--- config.mk ---
export PLATFORM = sky130hd
export DESIGN_NAME = lmei_top
export DESIGN_NICKNAME = d
export VERILOG_FILES = /design/src/inc/lmei_pkg.sv /design/src/lmei_top.sv
export SDC_FILE = /design/constraint.sdc
export NUM_CORES = 1
export LEC_CHECK = 0
export BUFFER_PORTS_ARGS = -buffer_cell sky130_fd_sc_hd__buf_2
export CORE_AREA = 2 2 219 221
export CTS_BUF_LIST = sky130_fd_sc_hd__clkbuf_4 sky130_fd_sc_hd__clkbuf_8 sky130_fd_sc_hd__clkbuf_16
export DETAILED_ROUTE_END_ITERATION = 10
export DIE_AREA = 0 0 221 223
export PLACE_DENSITY = 0.72
export SETUP_SLACK_MARGIN = 0.15
export SLEW_MARGIN = 0
export SYNTH_ARGS = -nofsm -noshare
export SYNTH_HDL_FRONTEND = slang
export SYNTH_SLANG_ARGS = --single-unit
--- constraint.sdc ---
create_clock -name mclk_i -period 5.4 [get_ports mclk_i]
set_clock_uncertainty 0.2 [all_clocks]
set_input_delay 0 -clock mclk_i [delete_from_list [all_inputs] [get_ports mclk_i]]
set_output_delay 0 -clock mclk_i [all_outputs]
set_load 0.05 [all_outputs]
--- src/inc/lmei_pkg.sv ---
// Package: constants, register map and types of the limit monitor and error indicator
package lmei_pkg;
  localparam int CLK_HZ = 100_000_000;
  // Flash timing, in milliseconds
  localparam int FLASH_MS = 250;
  localparam int PAUSE_MS = 1000;
  localparam int FLASH_CYC = FLASH_MS * (CLK_HZ / 1000);
  localparam int PAUSE_CYC = PAUSE_MS * (CLK_HZ / 1000);
  // Sample period, kept well below the 50 us excursion bound
  localparam int EXCURSION_US = 50;
  localparam int SAMPLE_US = 20;
  localparam logic [15:0] SAMPLE_CYC = 16'(SAMPLE_US * (CLK_HZ / 1_000_000));
  // Register byte offsets
  localparam logic [7:0] REG_CTRL = 8'h00;
  localparam logic [7:0] REG_UPPER = 8'h04;
  localparam logic [7:0] REG_LOWER = 8'h08;
  localparam logic [7:0] REG_HYST = 8'h0C;
  localparam logic [7:0] REG_DELAY = 8'h10;
  localparam logic [7:0] REG_CODE_ERR = 8'h14;
  localparam logic [7:0] REG_CODE_WARN = 8'h18;
  localparam logic [7:0] REG_STATUS = 8'h1C;
  localparam logic [7:0] REG_ACK = 8'h20;
  // Control field positions
  localparam int CTRL_SEL_LSB = 0;
  localparam int CTRL_FN_LSB = 2;
  localparam int CTRL_RLY_LSB = 4;
  localparam int CTRL_POL_BIT = 6;
  localparam int HALF_HI_LSB = 16;
  // Reset values
  localparam logic [15:0] RST_UPPER = 16'hFFFF;
  localparam logic [15:0] RST_ZERO16 = 16'h0000;
  localparam logic [31:0] RST_CODES = 32'h0000_0000;
  // Bus responses
  localparam logic [1:0] RESP_OKAY = 2'h0;
  localparam logic [1:0] RESP_SLVERR = 2'h2;
  // Monitored quantity, function and relay selections
  localparam logic [1:0] SEL_NONE = 2'h0;
  localparam logic [1:0] SEL_VOLT = 2'h1;
  localparam logic [1:0] SEL_CURR = 2'h2;
  localparam logic [1:0] SEL_POW = 2'h3;
  localparam logic [1:0] FN_ABOVE = 2'h0;
  localparam logic [1:0] FN_BELOW = 2'h1;
  localparam logic [1:0] FN_INSIDE = 2'h2;
  localparam logic [1:0] FN_OUTSIDE = 2'h3;
  localparam logic [1:0] RLY_WARN = 2'h0;
  localparam logic [1:0] RLY_RUN = 2'h1;
  localparam logic [1:0] RLY_OK = 2'h2;
  typedef enum logic [2:0] {FS_SCAN, FS_ON, FS_OFF, FS_PAUSE} lmei_fs_t;
endpackage

--- src/lmei_top.sv ---
// Limit monitor and error indicator with an AXI4-Lite register slave
// Functional notes
// - Errors and warnings share one code format; each pending entry flashes in turn.
// - After the last pending entry the sequence restarts at the first.
// - Code value 0..F flashes as value plus one, 1..16 flashes.
// - A dark pause separates flash groups and never stands for a value.
// - An error stays latched until its cause is gone and acknowledged.
// - Acknowledge comes from front button, host write or external rising edge.
// - The monitor watches one selected quantity: voltage, current or power.
// - Selection none disables the monitor and it drives no relay.
// - Active condition is above, below, inside window or outside window.
// - Each threshold has a hysteresis band on one side.
// - Hysteresis of zero uses the same threshold both ways.
// - In the active range the delay counter counts up once per sample.
// - Falling back before the limit counts down; re-entering counts up again.
// - Relay switches only when the delay counter reaches its limit.
// - Active to inactive uses its own delay limit on the same shared up and down delay counter.
// - Monitor drives the warning, running or healthy relay, as selected.
// - A bit sets the relay state when active; inactive gives the opposite.
// - Quantity is sampled periodically; very short excursions may be missed.
// - Monitor runs from loaded registers without any host present.
// - A code is group flashes, a pause, then detail flashes.
// - Codes are 16 groups with 16 details each.
//
// Local design decisions: the register offsets and the AXI4-Lite interface to the registers.
`timescale 1ns/1ps
`default_nettype none
module lmei_top
  import lmei_pkg::*;
#(
  parameter int FLASH_CYCLES = lmei_pkg::FLASH_CYC,
  parameter int PAUSE_CYCLES = lmei_pkg::PAUSE_CYC
) (
  input wire logic mclk_i,
  input wire logic reset_i,
  input wire logic s_axi_awvalid_i,
  output logic s_axi_awready_o,
  input wire logic [7:0] s_axi_awaddr_i,
  input wire logic s_axi_wvalid_i,
  output logic s_axi_wready_o,
  input wire logic [31:0] s_axi_wdata_i,
  input wire logic [3:0] s_axi_wstrb_i,
  output logic s_axi_bvalid_o,
  input wire logic s_axi_bready_i,
  output logic [1:0] s_axi_bresp_o,
  input wire logic s_axi_arvalid_i,
  output logic s_axi_arready_o,
  input wire logic [7:0] s_axi_araddr_i,
  output logic s_axi_rvalid_o,
  input wire logic s_axi_rready_i,
  output logic [31:0] s_axi_rdata_o,
  output logic [1:0] s_axi_rresp_o,
  input wire logic [15:0] meas_volt_i,
  input wire logic [15:0] meas_curr_i,
  input wire logic [15:0] meas_pow_i,
  input wire logic [3:0] err_cause_i,
  input wire logic [3:0] warn_i,
  input wire logic ack_button_i,
  input wire logic ext_ack_i,
  input wire logic ok_base_i,
  input wire logic run_base_i,
  input wire logic warn_base_i,
  output logic err_led_o,
  output logic warn_led_o,
  output logic relay_ok_o,
  output logic relay_run_o,
  output logic relay_warn_o
);
  import lmei_pkg::*;

  typedef struct packed {
    logic btn1, btn2, btn3, xa1, xa2, xa3;
    logic [1:0] sel, fn, rsel;
    logic pol;
    logic [15:0] upper, lower, hu, hl, don, doff;
    logic [31:0] code_e, code_w;
    logic [3:0] err_lat;
    logic mon_act, tick;
    logic [15:0] cnt, smp;
    lmei_fs_t fs;
    logic [2:0] idx;
    logic dph;
    logic [4:0] fcnt;
    logic [31:0] tmr;
    logic err_led, warn_led, rly_ok, rly_run, rly_warn;
    logic aw_got, w_got;
    logic [7:0] awaddr;
    logic [31:0] wdata;
    logic [3:0] wstrb;
    logic awready, wready, bvalid, arready, rvalid;
    logic [1:0] bresp, rresp;
    logic [31:0] rdata;
  } lmei_state_t;

  lmei_state_t s, next_s;
  logic ack_any;
  logic in_rng;
  logic [15:0] meas;
  logic [7:0] pend;

  // Byte-lane merge of a write into a 32-bit word
  function automatic logic [31:0] merge(input logic [31:0] old, input logic [31:0] d,
                                        input logic [3:0] strb);
    logic [31:0] r;
    r = old;
    for (int b = 0; b < 4; b++) begin
      if (strb[b]) begin
        r[8*b +: 8] = d[8*b +: 8];
      end
    end
    return r;
  endfunction

  // Saturating add and subtract keep hysteresis bands from wrapping
  function automatic logic [15:0] add_sat(input logic [15:0] a, input logic [15:0] b);
    logic [16:0] t;
    t = {1'b0, a} + {1'b0, b};
    return t[16] ? 16'hFFFF : t[15:0];
  endfunction

  function automatic logic [15:0] sub_sat(input logic [15:0] a, input logic [15:0] b);
    return (a > b) ? 16'(a - b) : 16'h0000;
  endfunction

  // Eight-bit code of a pending slot: low nibble detail, high nibble group
  function automatic logic [7:0] code_of(input logic [2:0] i, input logic [31:0] ce,
                                         input logic [31:0] cw);
    return i[2] ? cw[8*i[1:0] +: 8] : ce[8*i[1:0] +: 8];
  endfunction

  assign pend = {warn_i, s.err_lat};

  // Quantity select and range test; the relaxed threshold applies once active
  always_comb begin
    case (s.sel)
      SEL_VOLT: meas = meas_volt_i;
      SEL_CURR: meas = meas_curr_i;
      SEL_POW: meas = meas_pow_i;
      default: meas = 16'h0000;
    endcase
    case (s.fn)
      FN_ABOVE: in_rng = meas > (s.mon_act ? sub_sat(s.upper, s.hu) : s.upper);
      FN_BELOW: in_rng = meas < (s.mon_act ? add_sat(s.lower, s.hl) : s.lower);
      FN_INSIDE: in_rng = s.mon_act ?
          (meas > sub_sat(s.lower, s.hl) && meas < add_sat(s.upper, s.hu)) :
          (meas > s.lower && meas < s.upper);
      default: in_rng = s.mon_act ?
          (meas > sub_sat(s.upper, s.hu) || meas < add_sat(s.lower, s.hl)) :
          (meas > s.upper || meas < s.lower);
    endcase
  end

  // Next-state logic for bus, error latch, monitor and flash sequencer
  always_comb begin
    logic host_ack;
    logic [15:0] lim;
    logic [7:0] cd;
    logic [31:0] mw;
    host_ack = 1'b0;
    mw = 32'h0000_0000;
    lim = 16'h0000;
    cd = 8'h00;
    next_s = s;
    // Pin synchronisers, third stage only for edge detection
    next_s.btn1 = ack_button_i;
    next_s.btn2 = s.btn1;
    next_s.btn3 = s.btn2;
    next_s.xa1 = ext_ack_i;
    next_s.xa2 = s.xa1;
    next_s.xa3 = s.xa2;
    // Write channel: address and data taken in either order
    if (s_axi_awvalid_i && s.awready) begin
      next_s.aw_got = 1'b1;
      next_s.awaddr = s_axi_awaddr_i;
    end
    if (s_axi_wvalid_i && s.wready) begin
      next_s.w_got = 1'b1;
      next_s.wdata = s_axi_wdata_i;
      next_s.wstrb = s_axi_wstrb_i;
    end
    if (s.bvalid && s_axi_bready_i) begin
      next_s.bvalid = 1'b0;
    end
    if (s.aw_got && s.w_got && !s.bvalid) begin
      next_s.aw_got = 1'b0;
      next_s.w_got = 1'b0;
      next_s.bvalid = 1'b1;
      next_s.bresp = RESP_OKAY;
      if (s.awaddr == REG_CTRL) begin
        if (s.wstrb[0]) begin
          next_s.sel = s.wdata[CTRL_SEL_LSB +: 2];
          next_s.fn = s.wdata[CTRL_FN_LSB +: 2];
          next_s.rsel = s.wdata[CTRL_RLY_LSB +: 2];
          next_s.pol = s.wdata[CTRL_POL_BIT];
        end
      end else if (s.awaddr == REG_UPPER) begin
        mw = merge({16'h0000, s.upper}, s.wdata, s.wstrb);
        next_s.upper = mw[15:0];
      end else if (s.awaddr == REG_LOWER) begin
        mw = merge({16'h0000, s.lower}, s.wdata, s.wstrb);
        next_s.lower = mw[15:0];
      end else if (s.awaddr == REG_HYST) begin
        {next_s.hl, next_s.hu} = merge({s.hl, s.hu}, s.wdata, s.wstrb);
      end else if (s.awaddr == REG_DELAY) begin
        {next_s.doff, next_s.don} = merge({s.doff, s.don}, s.wdata, s.wstrb);
      end else if (s.awaddr == REG_CODE_ERR) begin
        next_s.code_e = merge(s.code_e, s.wdata, s.wstrb);
      end else if (s.awaddr == REG_CODE_WARN) begin
        next_s.code_w = merge(s.code_w, s.wdata, s.wstrb);
      end else if (s.awaddr == REG_ACK) begin
        host_ack = s.wstrb[0] && s.wdata[0];
      end else if (s.awaddr != REG_STATUS) begin
        next_s.bresp = RESP_SLVERR;
      end
    end
    next_s.awready = !next_s.aw_got && !next_s.bvalid;
    next_s.wready = !next_s.w_got && !next_s.bvalid;
    // Read channel, one read outstanding
    if (s.rvalid && s_axi_rready_i) begin
      next_s.rvalid = 1'b0;
    end
    if (s_axi_arvalid_i && s.arready) begin
      next_s.rvalid = 1'b1;
      next_s.rresp = RESP_OKAY;
      next_s.rdata = 32'h0000_0000;
      if (s_axi_araddr_i == REG_CTRL) begin
        next_s.rdata[6:0] = {s.pol, s.rsel, s.fn, s.sel};
      end else if (s_axi_araddr_i == REG_UPPER) begin
        next_s.rdata[15:0] = s.upper;
      end else if (s_axi_araddr_i == REG_LOWER) begin
        next_s.rdata[15:0] = s.lower;
      end else if (s_axi_araddr_i == REG_HYST) begin
        next_s.rdata = {s.hl, s.hu};
      end else if (s_axi_araddr_i == REG_DELAY) begin
        next_s.rdata = {s.doff, s.don};
      end else if (s_axi_araddr_i == REG_CODE_ERR) begin
        next_s.rdata = s.code_e;
      end else if (s_axi_araddr_i == REG_CODE_WARN) begin
        next_s.rdata = s.code_w;
      end else if (s_axi_araddr_i == REG_STATUS) begin
        next_s.rdata[HALF_HI_LSB +: 16] = s.cnt;
        next_s.rdata[11:0] = {s.rly_warn, s.rly_run, s.rly_ok, warn_i, s.mon_act, s.err_lat};
      end else if (s_axi_araddr_i != REG_ACK) begin
        next_s.rresp = RESP_SLVERR;
      end
    end
    next_s.arready = !next_s.rvalid;
    // Error latch: a live cause wins over an acknowledge
    ack_any = (s.btn2 && !s.btn3) || (s.xa2 && !s.xa3) || host_ack;
    next_s.err_lat = (s.err_lat & ~({4{ack_any}} & ~err_cause_i)) | err_cause_i;
    // Sample tick for the monitor
    next_s.tick = 1'b0;
    next_s.smp = 16'(s.smp + 16'h0001);
    if (s.smp >= 16'(SAMPLE_CYC - 16'h0001)) begin
      next_s.smp = 16'h0000;
      next_s.tick = 1'b1;
    end
    // Delay counters: one counter reused for each direction
    lim = s.mon_act ? s.doff : s.don;
    if (s.sel == SEL_NONE) begin
      next_s.mon_act = 1'b0;
      next_s.cnt = 16'h0000;
    end else if (s.tick) begin
      if (in_rng != s.mon_act) begin
        if (lim == 16'h0000 || 16'(s.cnt + 16'h0001) >= lim) begin
          next_s.mon_act = in_rng;
          next_s.cnt = 16'h0000;
        end else begin
          next_s.cnt = 16'(s.cnt + 16'h0001);
        end
      end else if (s.cnt != 16'h0000) begin
        next_s.cnt = 16'(s.cnt - 16'h0001);
      end
    end
    // Relays follow device state unless claimed by an enabled monitor
    next_s.rly_ok = ok_base_i;
    next_s.rly_run = run_base_i;
    next_s.rly_warn = warn_base_i;
    if (next_s.sel != SEL_NONE) begin
      if (next_s.rsel == RLY_WARN) begin
        next_s.rly_warn = next_s.mon_act ~^ next_s.pol;
      end else if (next_s.rsel == RLY_RUN) begin
        next_s.rly_run = next_s.mon_act ~^ next_s.pol;
      end else if (next_s.rsel == RLY_OK) begin
        next_s.rly_ok = next_s.mon_act ~^ next_s.pol;
      end
    end
    // Flash sequencer over the eight pending slots
    cd = code_of(s.idx, s.code_e, s.code_w);
    if (s.tmr != 32'h0000_0000) begin
      next_s.tmr = s.tmr - 32'h0000_0001;
    end
    case (s.fs)
      FS_SCAN: begin
        next_s.dph = 1'b0;
        if (pend[s.idx]) begin
          next_s.fs = FS_ON;
          next_s.fcnt = 5'({1'b0, cd[7:4]} + 5'h01);
          next_s.tmr = 32'(FLASH_CYCLES);
        end else begin
          next_s.idx = 3'(s.idx + 3'h1);
        end
      end
      FS_ON: begin
        if (s.tmr == 32'h0000_0000) begin
          next_s.fs = FS_OFF;
          next_s.fcnt = 5'(s.fcnt - 5'h01);
          next_s.tmr = 32'(FLASH_CYCLES);
        end
      end
      FS_OFF: begin
        if (s.tmr == 32'h0000_0000) begin
          next_s.fs = (s.fcnt == 5'h00) ? FS_PAUSE : FS_ON;
          next_s.tmr = (s.fcnt == 5'h00) ? 32'(PAUSE_CYCLES) : 32'(FLASH_CYCLES);
        end
      end
      default: begin
        if (s.tmr == 32'h0000_0000) begin
          if (!s.dph) begin
            next_s.dph = 1'b1;
            next_s.fs = FS_ON;
            next_s.fcnt = 5'({1'b0, cd[3:0]} + 5'h01);
            next_s.tmr = 32'(FLASH_CYCLES);
          end else begin
            next_s.fs = FS_SCAN;
            next_s.idx = 3'(s.idx + 3'h1);
          end
        end
      end
    endcase
    // The pause is dark; it carries no value
    next_s.err_led = (next_s.fs == FS_ON) && !next_s.idx[2];
    next_s.warn_led = (next_s.fs == FS_ON) && next_s.idx[2];
    if (reset_i) begin
      next_s = '0;
      next_s.upper = RST_UPPER;
      next_s.lower = RST_ZERO16;
      next_s.code_e = RST_CODES;
      next_s.code_w = RST_CODES;
      next_s.fs = FS_SCAN;
    end
  end

  // State register
  always_ff @(posedge mclk_i) begin
    s <= next_s;
  end

  assign s_axi_awready_o = s.awready;
  assign s_axi_wready_o = s.wready;
  assign s_axi_bvalid_o = s.bvalid;
  assign s_axi_bresp_o = s.bresp;
  assign s_axi_arready_o = s.arready;
  assign s_axi_rvalid_o = s.rvalid;
  assign s_axi_rdata_o = s.rdata;
  assign s_axi_rresp_o = s.rresp;
  assign err_led_o = s.err_led;
  assign warn_led_o = s.warn_led;
  assign relay_ok_o = s.rly_ok;
  assign relay_run_o = s.rly_run;
  assign relay_warn_o = s.rly_warn;

  // Code of the slot under the scan pointer, watched by the flash count check
  logic [7:0] cd_now;
  assign cd_now = code_of(s.idx, s.code_e, s.code_w);
endmodule // lmei_top
`default_nettype wire

# ---- Word-level counts from Yosys, hierarchy flattened
# Index checks and enable logic that the tools add are counted.
dict set report word_totals {
  ff_bits 347
  latch_bits 0
  ram_bits 0
  romBits 0
  out_inout_bits 46
  elab_cells 331
  memories 0
}
dict set report op_classes {
  addsub 12
  mul 0
  n_div 0
  order_cmp 15
  eq_ne 31
  shifts 2
  mux 126
  bitwise 14
  reduce_logical 72
}
# cell count
set ops {}
lappend ops {{$mux 32} 10}
lappend ops {{$mux 16} 16}
lappend ops {{$mux 8} 21}
lappend ops {{$mux 167} 1}
lappend ops {{$mux 160} 1}
lappend ops {{$mux 144} 1}
lappend ops {{$mux 128} 1}
lappend ops {{$gt 16x16->1} 7}
lappend ops {{$mux 37} 3}
lappend ops {{$mux 96} 1}
lappend ops {{$pmux 32 s3} 1}
lappend ops {{$lt 16x16->1} 5}
lappend ops {{$mux 64} 1}
lappend ops {{$shiftx 32x6->8} 2}
lappend ops {{$eq 8x5->1 const B} 7}
lappend ops {{$mux 27} 2}
lappend ops {{$pmux 16 s3} 1}
lappend ops {{$mux 44} 1}
lappend ops {{$mux 18} 2}
lappend ops {{$mux 2} 18}
lappend ops {{$reduce_and 9->1} 4}
lappend ops {{$add 16x16->17} 2}
lappend ops {{$add 16x1->16 const B} 2}
lappend ops {{$eq 8x4->1 const B} 4}
lappend ops {{55 further kinds} 158}

# ---- Depth between registers and ports, before layout
# Gate-level depths: netlist of run 1.
dict set report logic_depth {
  depth_word 15
  ltp_mapped 31
  mapped_depth_nobuf 27
}

# ---- Least setup slack after synthesis of run 1
# No wires, ideal clock.
dict set report synth_path {
  path_type {register to register}
  start {reg s[302] (netlist bit)}
  end {reg s[163] (netlist bit)}
  setup_time_ns 0.059
  arrival_ns 5.385
  t_required_ns 5.141
  slack_ns -0.244
  stages_incl_launch_ff 30
  n_path_buf 3
  cell_sequence {dfxtp_1 -> inv_1 -> ha_1 -> inv_1 -> fa_1 -> a21o_1 -> a21oi_1 -> o21ai_0 -> a21oi_1 -> o21bai_1 -> a21oi_1 -> nor2_1 -> nor3_1 -> o21a_1 -> nor2_1 -> clkbuf_1 -> nand2_1 -> ha_1 -> a2111oi_0 -> o21ai_0 -> a221oi_1 -> o32a_1 -> a311oi_2 -> a2111oi_4 -> xnor2_1 -> buf_2 -> buf_4 -> nand3_1 -> a2111oi_2 -> a31o_1}
}
dict set report synth_between {
  elab_chain_cells 9
}
# item line_no
set synth_rtl {}
lappend synth_rtl {{start: declaration} lmei_top.sv:95} ;# lmei_state_t s, next_s;
lappend synth_rtl {{start signal: assignment} lmei_top.sv:346} ;# s <= next_s;
lappend synth_rtl {{$add 16x16->17 (tied with other cells)} lmei_top.sv:117} ;# t = {1'b0, a} + {1'b0, b};
lappend synth_rtl {{$mux 16, on equally long branches} {lmei_top.sv:118, lmei_top.sv:122}}
lappend synth_rtl {{$lt 16x16->1 or $gt 16x16->1 (tied branches)} {lmei_top.sv:148, lmei_top.sv:145}}
lappend synth_rtl {{$logic_or 1x1->1 or $logic_and 1x1->1 (tied branches)} {lmei_top.sv:148, lmei_top.sv:145}}
lappend synth_rtl {{$mux 1, on equally long branches} {lmei_top.sv:147, lmei_top.sv:144}}
lappend synth_rtl {{$pmux 1 s3 (*)} lmei_top.sv:141} ;# case (s.fn)
lappend synth_rtl {{$ne 1x1->1 (*)} lmei_top.sv:264} ;# if (in_rng != s.mon_act) begin
lappend synth_rtl {{$reduce_bool 2->1 (no line)} -}
lappend synth_rtl {{$reduce_and 2->1 (no line)} -}
# Mark *: on every way between the ends. The rest lies on a longest branch, timed or not.
# A chain may end at the register's enable or synchronous reset.

# ---- Worst setup path after layout of run 1
dict set report layout_path {
  start {reg s[302] (netlist bit)}
  end {reg s[166] (netlist bit)}
}
# Same word-level chain as after synthesis.

==> flow_summary.ini, run 1 <==
[cells_and_area]
layout-drive-gt1-share_pct = 21.03
largest_register_ffs = 297
nFillCells = 4034
num-nets-final = 3720
fin_cells = 4024
regMostFlops = s
antenna_cells = 0
area_growth_pct = 27.29

[placement]
routabilityCongestion = 1.017
port_buffers = 163
pre_cts_slack_ns = -0.4306
dp_cells = 3772
dp_hpwl_um = 65150

[hold_path]
hold_path_class = in2reg
whs_path_depth = 5
worstHoldEndpoint = s_axi_rdata_o[10]$_SDFFE_PP0P_
worstHoldStart = s_axi_araddr_i[3]

[clock_tree]
clock_path_buffers = 3
htreeDepth = 2
insertion_delay_ns = 0.54
clock-sinks = 345
cts_tree = built
cts_root_buf = clkbuf_16
clk_pin_slew_worst_paths_ns = 0.07
numCtsBuffers = 37

[floorplan]
core-area_um2 = 47150
dieArea_um2 = 49280
die_x_um = 221
row_count = 80
initial_utilization_pct = 49.15
dieHeight_um = 223
ios = 166

[critical_path]
path_class = reg2reg
cp_num_buf_inv = 7
r2r-start = s[302]$_SDFFE_PP0P_
cp_slowest_cell = fa_2
cp.required_ns = 5.63
worstReg2RegEnd = s[166]$_SDFFE_PP0P_
critPathArrivalTime_ns = 5.81
slowest_delay_ns = 0.42
worstPathMaxFanout = 6
end_kind = flop
rrSetupSlack_ns = -0.18
r2r_cells = 28
cp_top_family = compound AO/OA/AOI/OAI gates
cp-start-kind = flop
cp_common_cell = buf_4

[sta]
period_share_pct = 103.4
period_needed_ns = 5.585
maxSlewHeadroom_pct = 17.54
hold_viol = 0
grt_setup_unrepaired = true
worstMarginPinSlew_ns = 1.232
fmax_mhz = 179.1
slew_violations = 0
final-setup-viol-count = 18
fin_ws_ns = -0.1848

[grt]
grt.total_usage_pct = 34.00
grt_pass1_wl_um = 133700
grt_max_degree = 121
first_global_vias = 23460
antenna_found_initial = 2
grt-ovfl-total = 0

[logic_synthesis]
synth-async-reset-ratio_pct = 0
ys_types = 87
ys_ff_latch = 345
yosysSeqAreaShare_pct = 29.80
synthFlopType = dfxtp_1
syn-cell-area_um2 = 23170
synthCells = 2956
synth_edf_count = 0
avgSynthCellArea_um2 = 7.839
yosysWarnings = 0

[drt]
wire_per_inst_um = 21.84
drtPass1Iterations = 6
vias_per_cell = 6.041
post-route-drc-count = 0
totalWireLength_um = 87900
drt-initial-drc-count = 2836
vias = 24310
ant_nets = 0

[status]
status = complete, but fails checks
failed_checks = setup timing

[pwr]
powerDensity_nw_per_um2 = 228.7
p_leak_nw = 12.85
max-vdd-ir-drop_mv = 0.3311

[flow_run]
cap_violations = 0
==> cells in the final DEF (no fill, tap or decap), types with 21 or more instances in the layout <==
cell type	count
nand4_1	40
o21ai_0	73
a21oi_1	269
inv_1	125
ha_1	196
a221oi_1	28
nor2b_1	26
buf_2	162
nand2_1	387
dlygate4sd3_1	137
dfxtp_1	337
a21oi_2	22
nand3_1	55
nor3_1	68
xnor2_1	65
and3_1	23
mux2i_1	91
a21o_1	36
mux2_2	36
nor2_1	362
a22o_1	21
buf_4	260
clkbuf_16	39
xor2_1	31
a22oi_1	29
nor4_1	28
==> cells by family (layout without fill, tap and decap cells) <==
kind of cell	count (synthesis)	after routing	share of synthesized area, %
xor+xnor	98	98	3.704
buf+inv	336	783	6.150
other cells	1	7	0.01618
flops	345	345	29.80
mux	149	149	7.672
simple gates	1115	1115	21.41
compound gates	693	693	19.29
fa+ha+maj	219	219	11.95
==> layer usage <==
| layer | global-route usage (%) | wire, µm |
|---|---|---|
| met5 | 0 | 11 |
| met4 | 14.55 | 4313 |
| met3 | 5.571 | 7806 |
| met1 | 44.50 | 36040 |
| met2 | 55.50 | 39730 |
==> synth_stat cells, drive strengths merged, types with 24 or more instances <==
master,instances,area (µm²)
a21o,36,270.3
buf,65,407.9
inv,135,506.7
and3,24,150.1
nor2,376,1414
nand4,40,250.2
o21ai,100,500.5
ha,215,2690
a21oi,292,1465
a221oi,30,269.0
xor2,31,271.5
nor3,75,375.4
dfxtp,345,6907
a22oi,29,217.7
mux2i,91,910.9
mux2,39,439.2
nor4,29,187.7
nand2,391,1468
xnor2,67,586.8
clkbuf,136,510.5
nand3,55,275.3
nor2b,27,168.9
==> where the power goes <==
group	leakage [nW]	total (mW)	switching, mW	internal, mW
registers	2.80	2.88	0.197	2.69
clock network	0.655	2.69	1.06	1.63
logic	9.40	1.17	0.684	0.488
total	12.9	6.75	1.94	4.80
==> worst max path at each step <==
stage | from | to | slack, ns | cells after the start
detailed placement | s[318]$_SDFFE_PP1P_ | s[165]$_SDFFE_PP0P_ | -0.43 | 29
finish | s[302]$_SDFFE_PP0P_ | s[166]$_SDFFE_PP0P_ | -0.18 | 28
floorplan | s[271]$_SDFFE_PP0P_ | s[163]$_SDFFE_PP0P_ | 0.15 | 24
global route | s[302]$_SDFFE_PP0P_ | s[163]$_SDFFE_PP0P_ | -0.37 | 30
CTS | s[302]$_SDFFE_PP0P_ | s[163]$_SDFFE_PP0P_ | -0.18 | 27
global placement | s[271]$_SDFFE_PP0P_ | s[154]$_SDFFE_PP0P_ | -0.31 | 26
==> final cells by class <==
cell class | count | area [µm²] | area share (%)
multi-input combinational | 2281 | 15620 | 52.96
clock buffer | 57 | 1161 | 3.936
sequential | 345 | 6919 | 23.46
inverter | 135 | 509.2 | 1.726
clock inverter | 10 | 128.9 | 0.4369
tap | 615 | 769.5 | 2.609
timing repair buffer | 581 | 4389 | 14.88
==> metrics by stage <==
step	cell area, µm²	util, %	total power, mW	TNS [ns]	hold slack (ns)
4_1_cts	28860	61.22	6.721	-1.391	0.00007006
3_3_place_gp	25680	54.46	3.958	-3.193	0.01259
5_1_grt	29500	62.57	6.977	-5.393	0.04578
2_1_floorplan	23250	-	3.710	0	-0.08257
3_5_place_dp	25680	54.46	4.004	-5.625	0.01983
6_report	29500	62.57	6.747	-1.978	0.02765
==> worst register-to-register path: cells and delay by family (launching register included) <==
| family | cells | cell delay (ns) |
|---|---|---|
| buffers and inverters | 7 | 0.92 |
| AND/OR/NAND/NOR | 6 | 0.83 |
| XOR/XNOR | 1 | 0.33 |
| AO/OA/AOI/OAI | 11 | 1.97 |
| adder cells (fa/ha/maj) | 3 | 0.90 |
| flip-flops | 1 | 0.34 |
==> timing repair <==
item	in CTS	in global routing
setup buffers	24	21
cloned	3	0
hold buffers	137	0
endpoints found under the setup margin	19	20
pin swaps	66	78
hold endpoints to repair	127	0
resized for setup	83	107
Power figures use the tool's default switching activity.
==> run 2, diff against run 1 <==
--- a/config.mk
+++ b/config.mk
@@ -10,8 +10,9 @@
 export CTS_BUF_LIST = sky130_fd_sc_hd__clkbuf_4 sky130_fd_sc_hd__clkbuf_8 sky130_fd_sc_hd__clkbuf_16
 export DETAILED_ROUTE_END_ITERATION = 10
 export DIE_AREA = 0 0 221 223
+export GPL_ROUTABILITY_DRIVEN = 1
 export PLACE_DENSITY = 0.72
-export SETUP_SLACK_MARGIN = 0.15
+export SETUP_SLACK_MARGIN = 0.2
 export SLEW_MARGIN = 0
 export SYNTH_ARGS = -nofsm -noshare
 export SYNTH_HDL_FRONTEND = slang
==> run 2 against run 1 <==
The run still ends with setup timing left; maximum frequency decreased by 0.30%; highest routed layer is now met4; total power is 1.6% lower; die area unchanged.
==> flow_summary.ini, run 2 (synthesis results as in run 1) <==
[status]
status = complete, but fails checks
failed_checks = setup timing

[clock_tree]
htreeDepth = 2
clock_path_buffers = 3
clk_pin_slew_worst_paths_ns = 0.07
numCtsBuffers = 36
cts_tree = built
cts_root_buf = clkbuf_16
insertion_delay_ns = 0.54
clock-sinks = 345

[critical_path]
cp-start-kind = flop
worstPathMaxFanout = 7
path_class = reg2reg
slowest_delay_ns = 0.45
end_kind = flop
cp_common_cell = a21o_1
cp_slowest_cell = a2111oi_4
critPathArrivalTime_ns = 5.83
cp.required_ns = 5.63

[pwr]
p_leak_nw = 12.72
p_total_mw = 6.638
powerDensity_nw_per_um2 = 225.8
max-vdd-ir-drop_mv = 0.2841

[floorplan]
ios = 166
row_count = 80
core-area_um2 = 47150
die_x_um = 221
dieArea_um2 = 49280
dieHeight_um = 223
initial_utilization_pct = 49.15

[cells_and_area]
final_common_cell = nand2_1
largest_register_ffs = 297
final_core_util_pct = 62.35
area_growth_pct = 26.85
num-nets-final = 3699
layout-drive-gt1-share_pct = 21.39
regMostFlops = s
layout_common_cells = nand2_1, nor2_1, dfxtp_1

[grt]
first_global_vias = 23210
grt_max_degree = 144
grt_pass1_wl_um = 132600
antenna_found_initial = 2
grt.total_usage_pct = 33.90
grt-ovfl-total = 0

[placement]
dp_hpwl_um = 65120
port_buffers = 163
pre_cts_slack_ns = -0.3709
routabilityCongestion = 1.025

[sta]
fin_ws_ns = -0.2015
hold_viol = 0
period_needed_ns = 5.601
final-setup-viol-count = 17
fmax_mhz = 178.5
worstMarginPinSlew_ns = 1.235
slew_violations = 0
grt_setup_unrepaired = true
finalSetupTns_ns = -1.460
period_share_pct = 103.7
maxSlewHeadroom_pct = 16.90

[drt]
ant_nets = 0
vias_per_cell = 6.109
drt-initial-drc-count = 2995
wire_per_inst_um = 22.01
drtPass1Iterations = 6
post-route-drc-count = 0
totalWireLength_um = 88050
vias = 24440

[flow_run]
cap_violations = 0

[hold_path]
hold_path_class = in2reg
run 2: changes by cell type in the layout (fill, tap and decap cells not counted), sizes merged:
| cell | delta |
|---|---|
| clkinvlp | +5 |
| clkbuf | -11 |
| diode | +1 |
| clkinv | +1 |
| dlygate4sd3 | -11 |
| buf | -9 |
run 2: routing by layer:
layer | global-route usage [%] | part of all wire [%]
met3 | 4.728 | 9.2
met4 | 15.20 | 4.8
met5 | 0 | 0
met2 | 54.59 | 45
met1 | 45.23 | 41
run 2: metrics by stage:
stage | hold slack [ns] | instance area [µm²] | std cells
2_1_floorplan | -0.08257 | 23270 | 2962
3_3_place_gp | 0.01050 | 25630 | 3764
3_5_place_dp | 0.01741 | 25630 | 3764
4_1_cts | 0.01647 | 28950 | 3987
5_1_grt | 0.09416 | 29400 | 4000
6_report | 0.04061 | 29400 | 4000
run 2: layout make-up:
cell class | count | area, µm²
antenna | 1 | 2.502
clock buffer | 46 | 1036
clock inverter | 16 | 182.7
fill | 3952 | 17750
inverter | 135 | 506.7
multi-input combinational | 2281 | 15750
sequential | 345 | 6919
tap | 615 | 769.5
timing repair buffer | 561 | 4229
run 2: worst paths after layout:
kind | start | cells after the start | slack (ns) | end
max | s[318]$_SDFFE_PP1P_ | 30 | -0.20 | s[165]$_SDFFE_PP0P_
min | s_axi_araddr_i[3] | 5 | 0.04 | s_axi_rdata_o[10]$_SDFFE_PP0P_
max reg2reg | s[318]$_SDFFE_PP1P_ | 30 | -0.20 | s[165]$_SDFFE_PP0P_
min reg2reg | s[346]$_SDFF_PP0_ | 1 | 0.23 | s[345]$_SDFF_PP0_
run 2: timing repair:
action / 4_1_cts / 5_1_grt
resized for setup: 139 / 62
setup endpoints to repair: 20 / 20
cloned: 4 / 1
pin swaps: 68 / 45
buffers inserted: 31 / 11
hold buffers: 126 / 0
endpoints found under the hold margin: 162 / 0
run 2: worst max-delay path: cells and delay by family (launching register included):
family | cells | cell delay [ns]
AOI/OAI and AO/OA | 15 | 2.78
buffers and inverters | 5 | 0.57
adders and majority gates | 3 | 0.57
and+or+nand+nor | 5 | 0.50
DFF | 1 | 0.35
muxes | 1 | 0.28
xor gates and xnor gates | 1 | 0.24
run 2: where the power goes:
part	internal [mW]	switching, mW	total (mW)
logic	0.484	0.697	1.18
registers	2.69	0.197	2.88
clock network	1.51	1.07	2.58
total	4.68	1.96	6.64
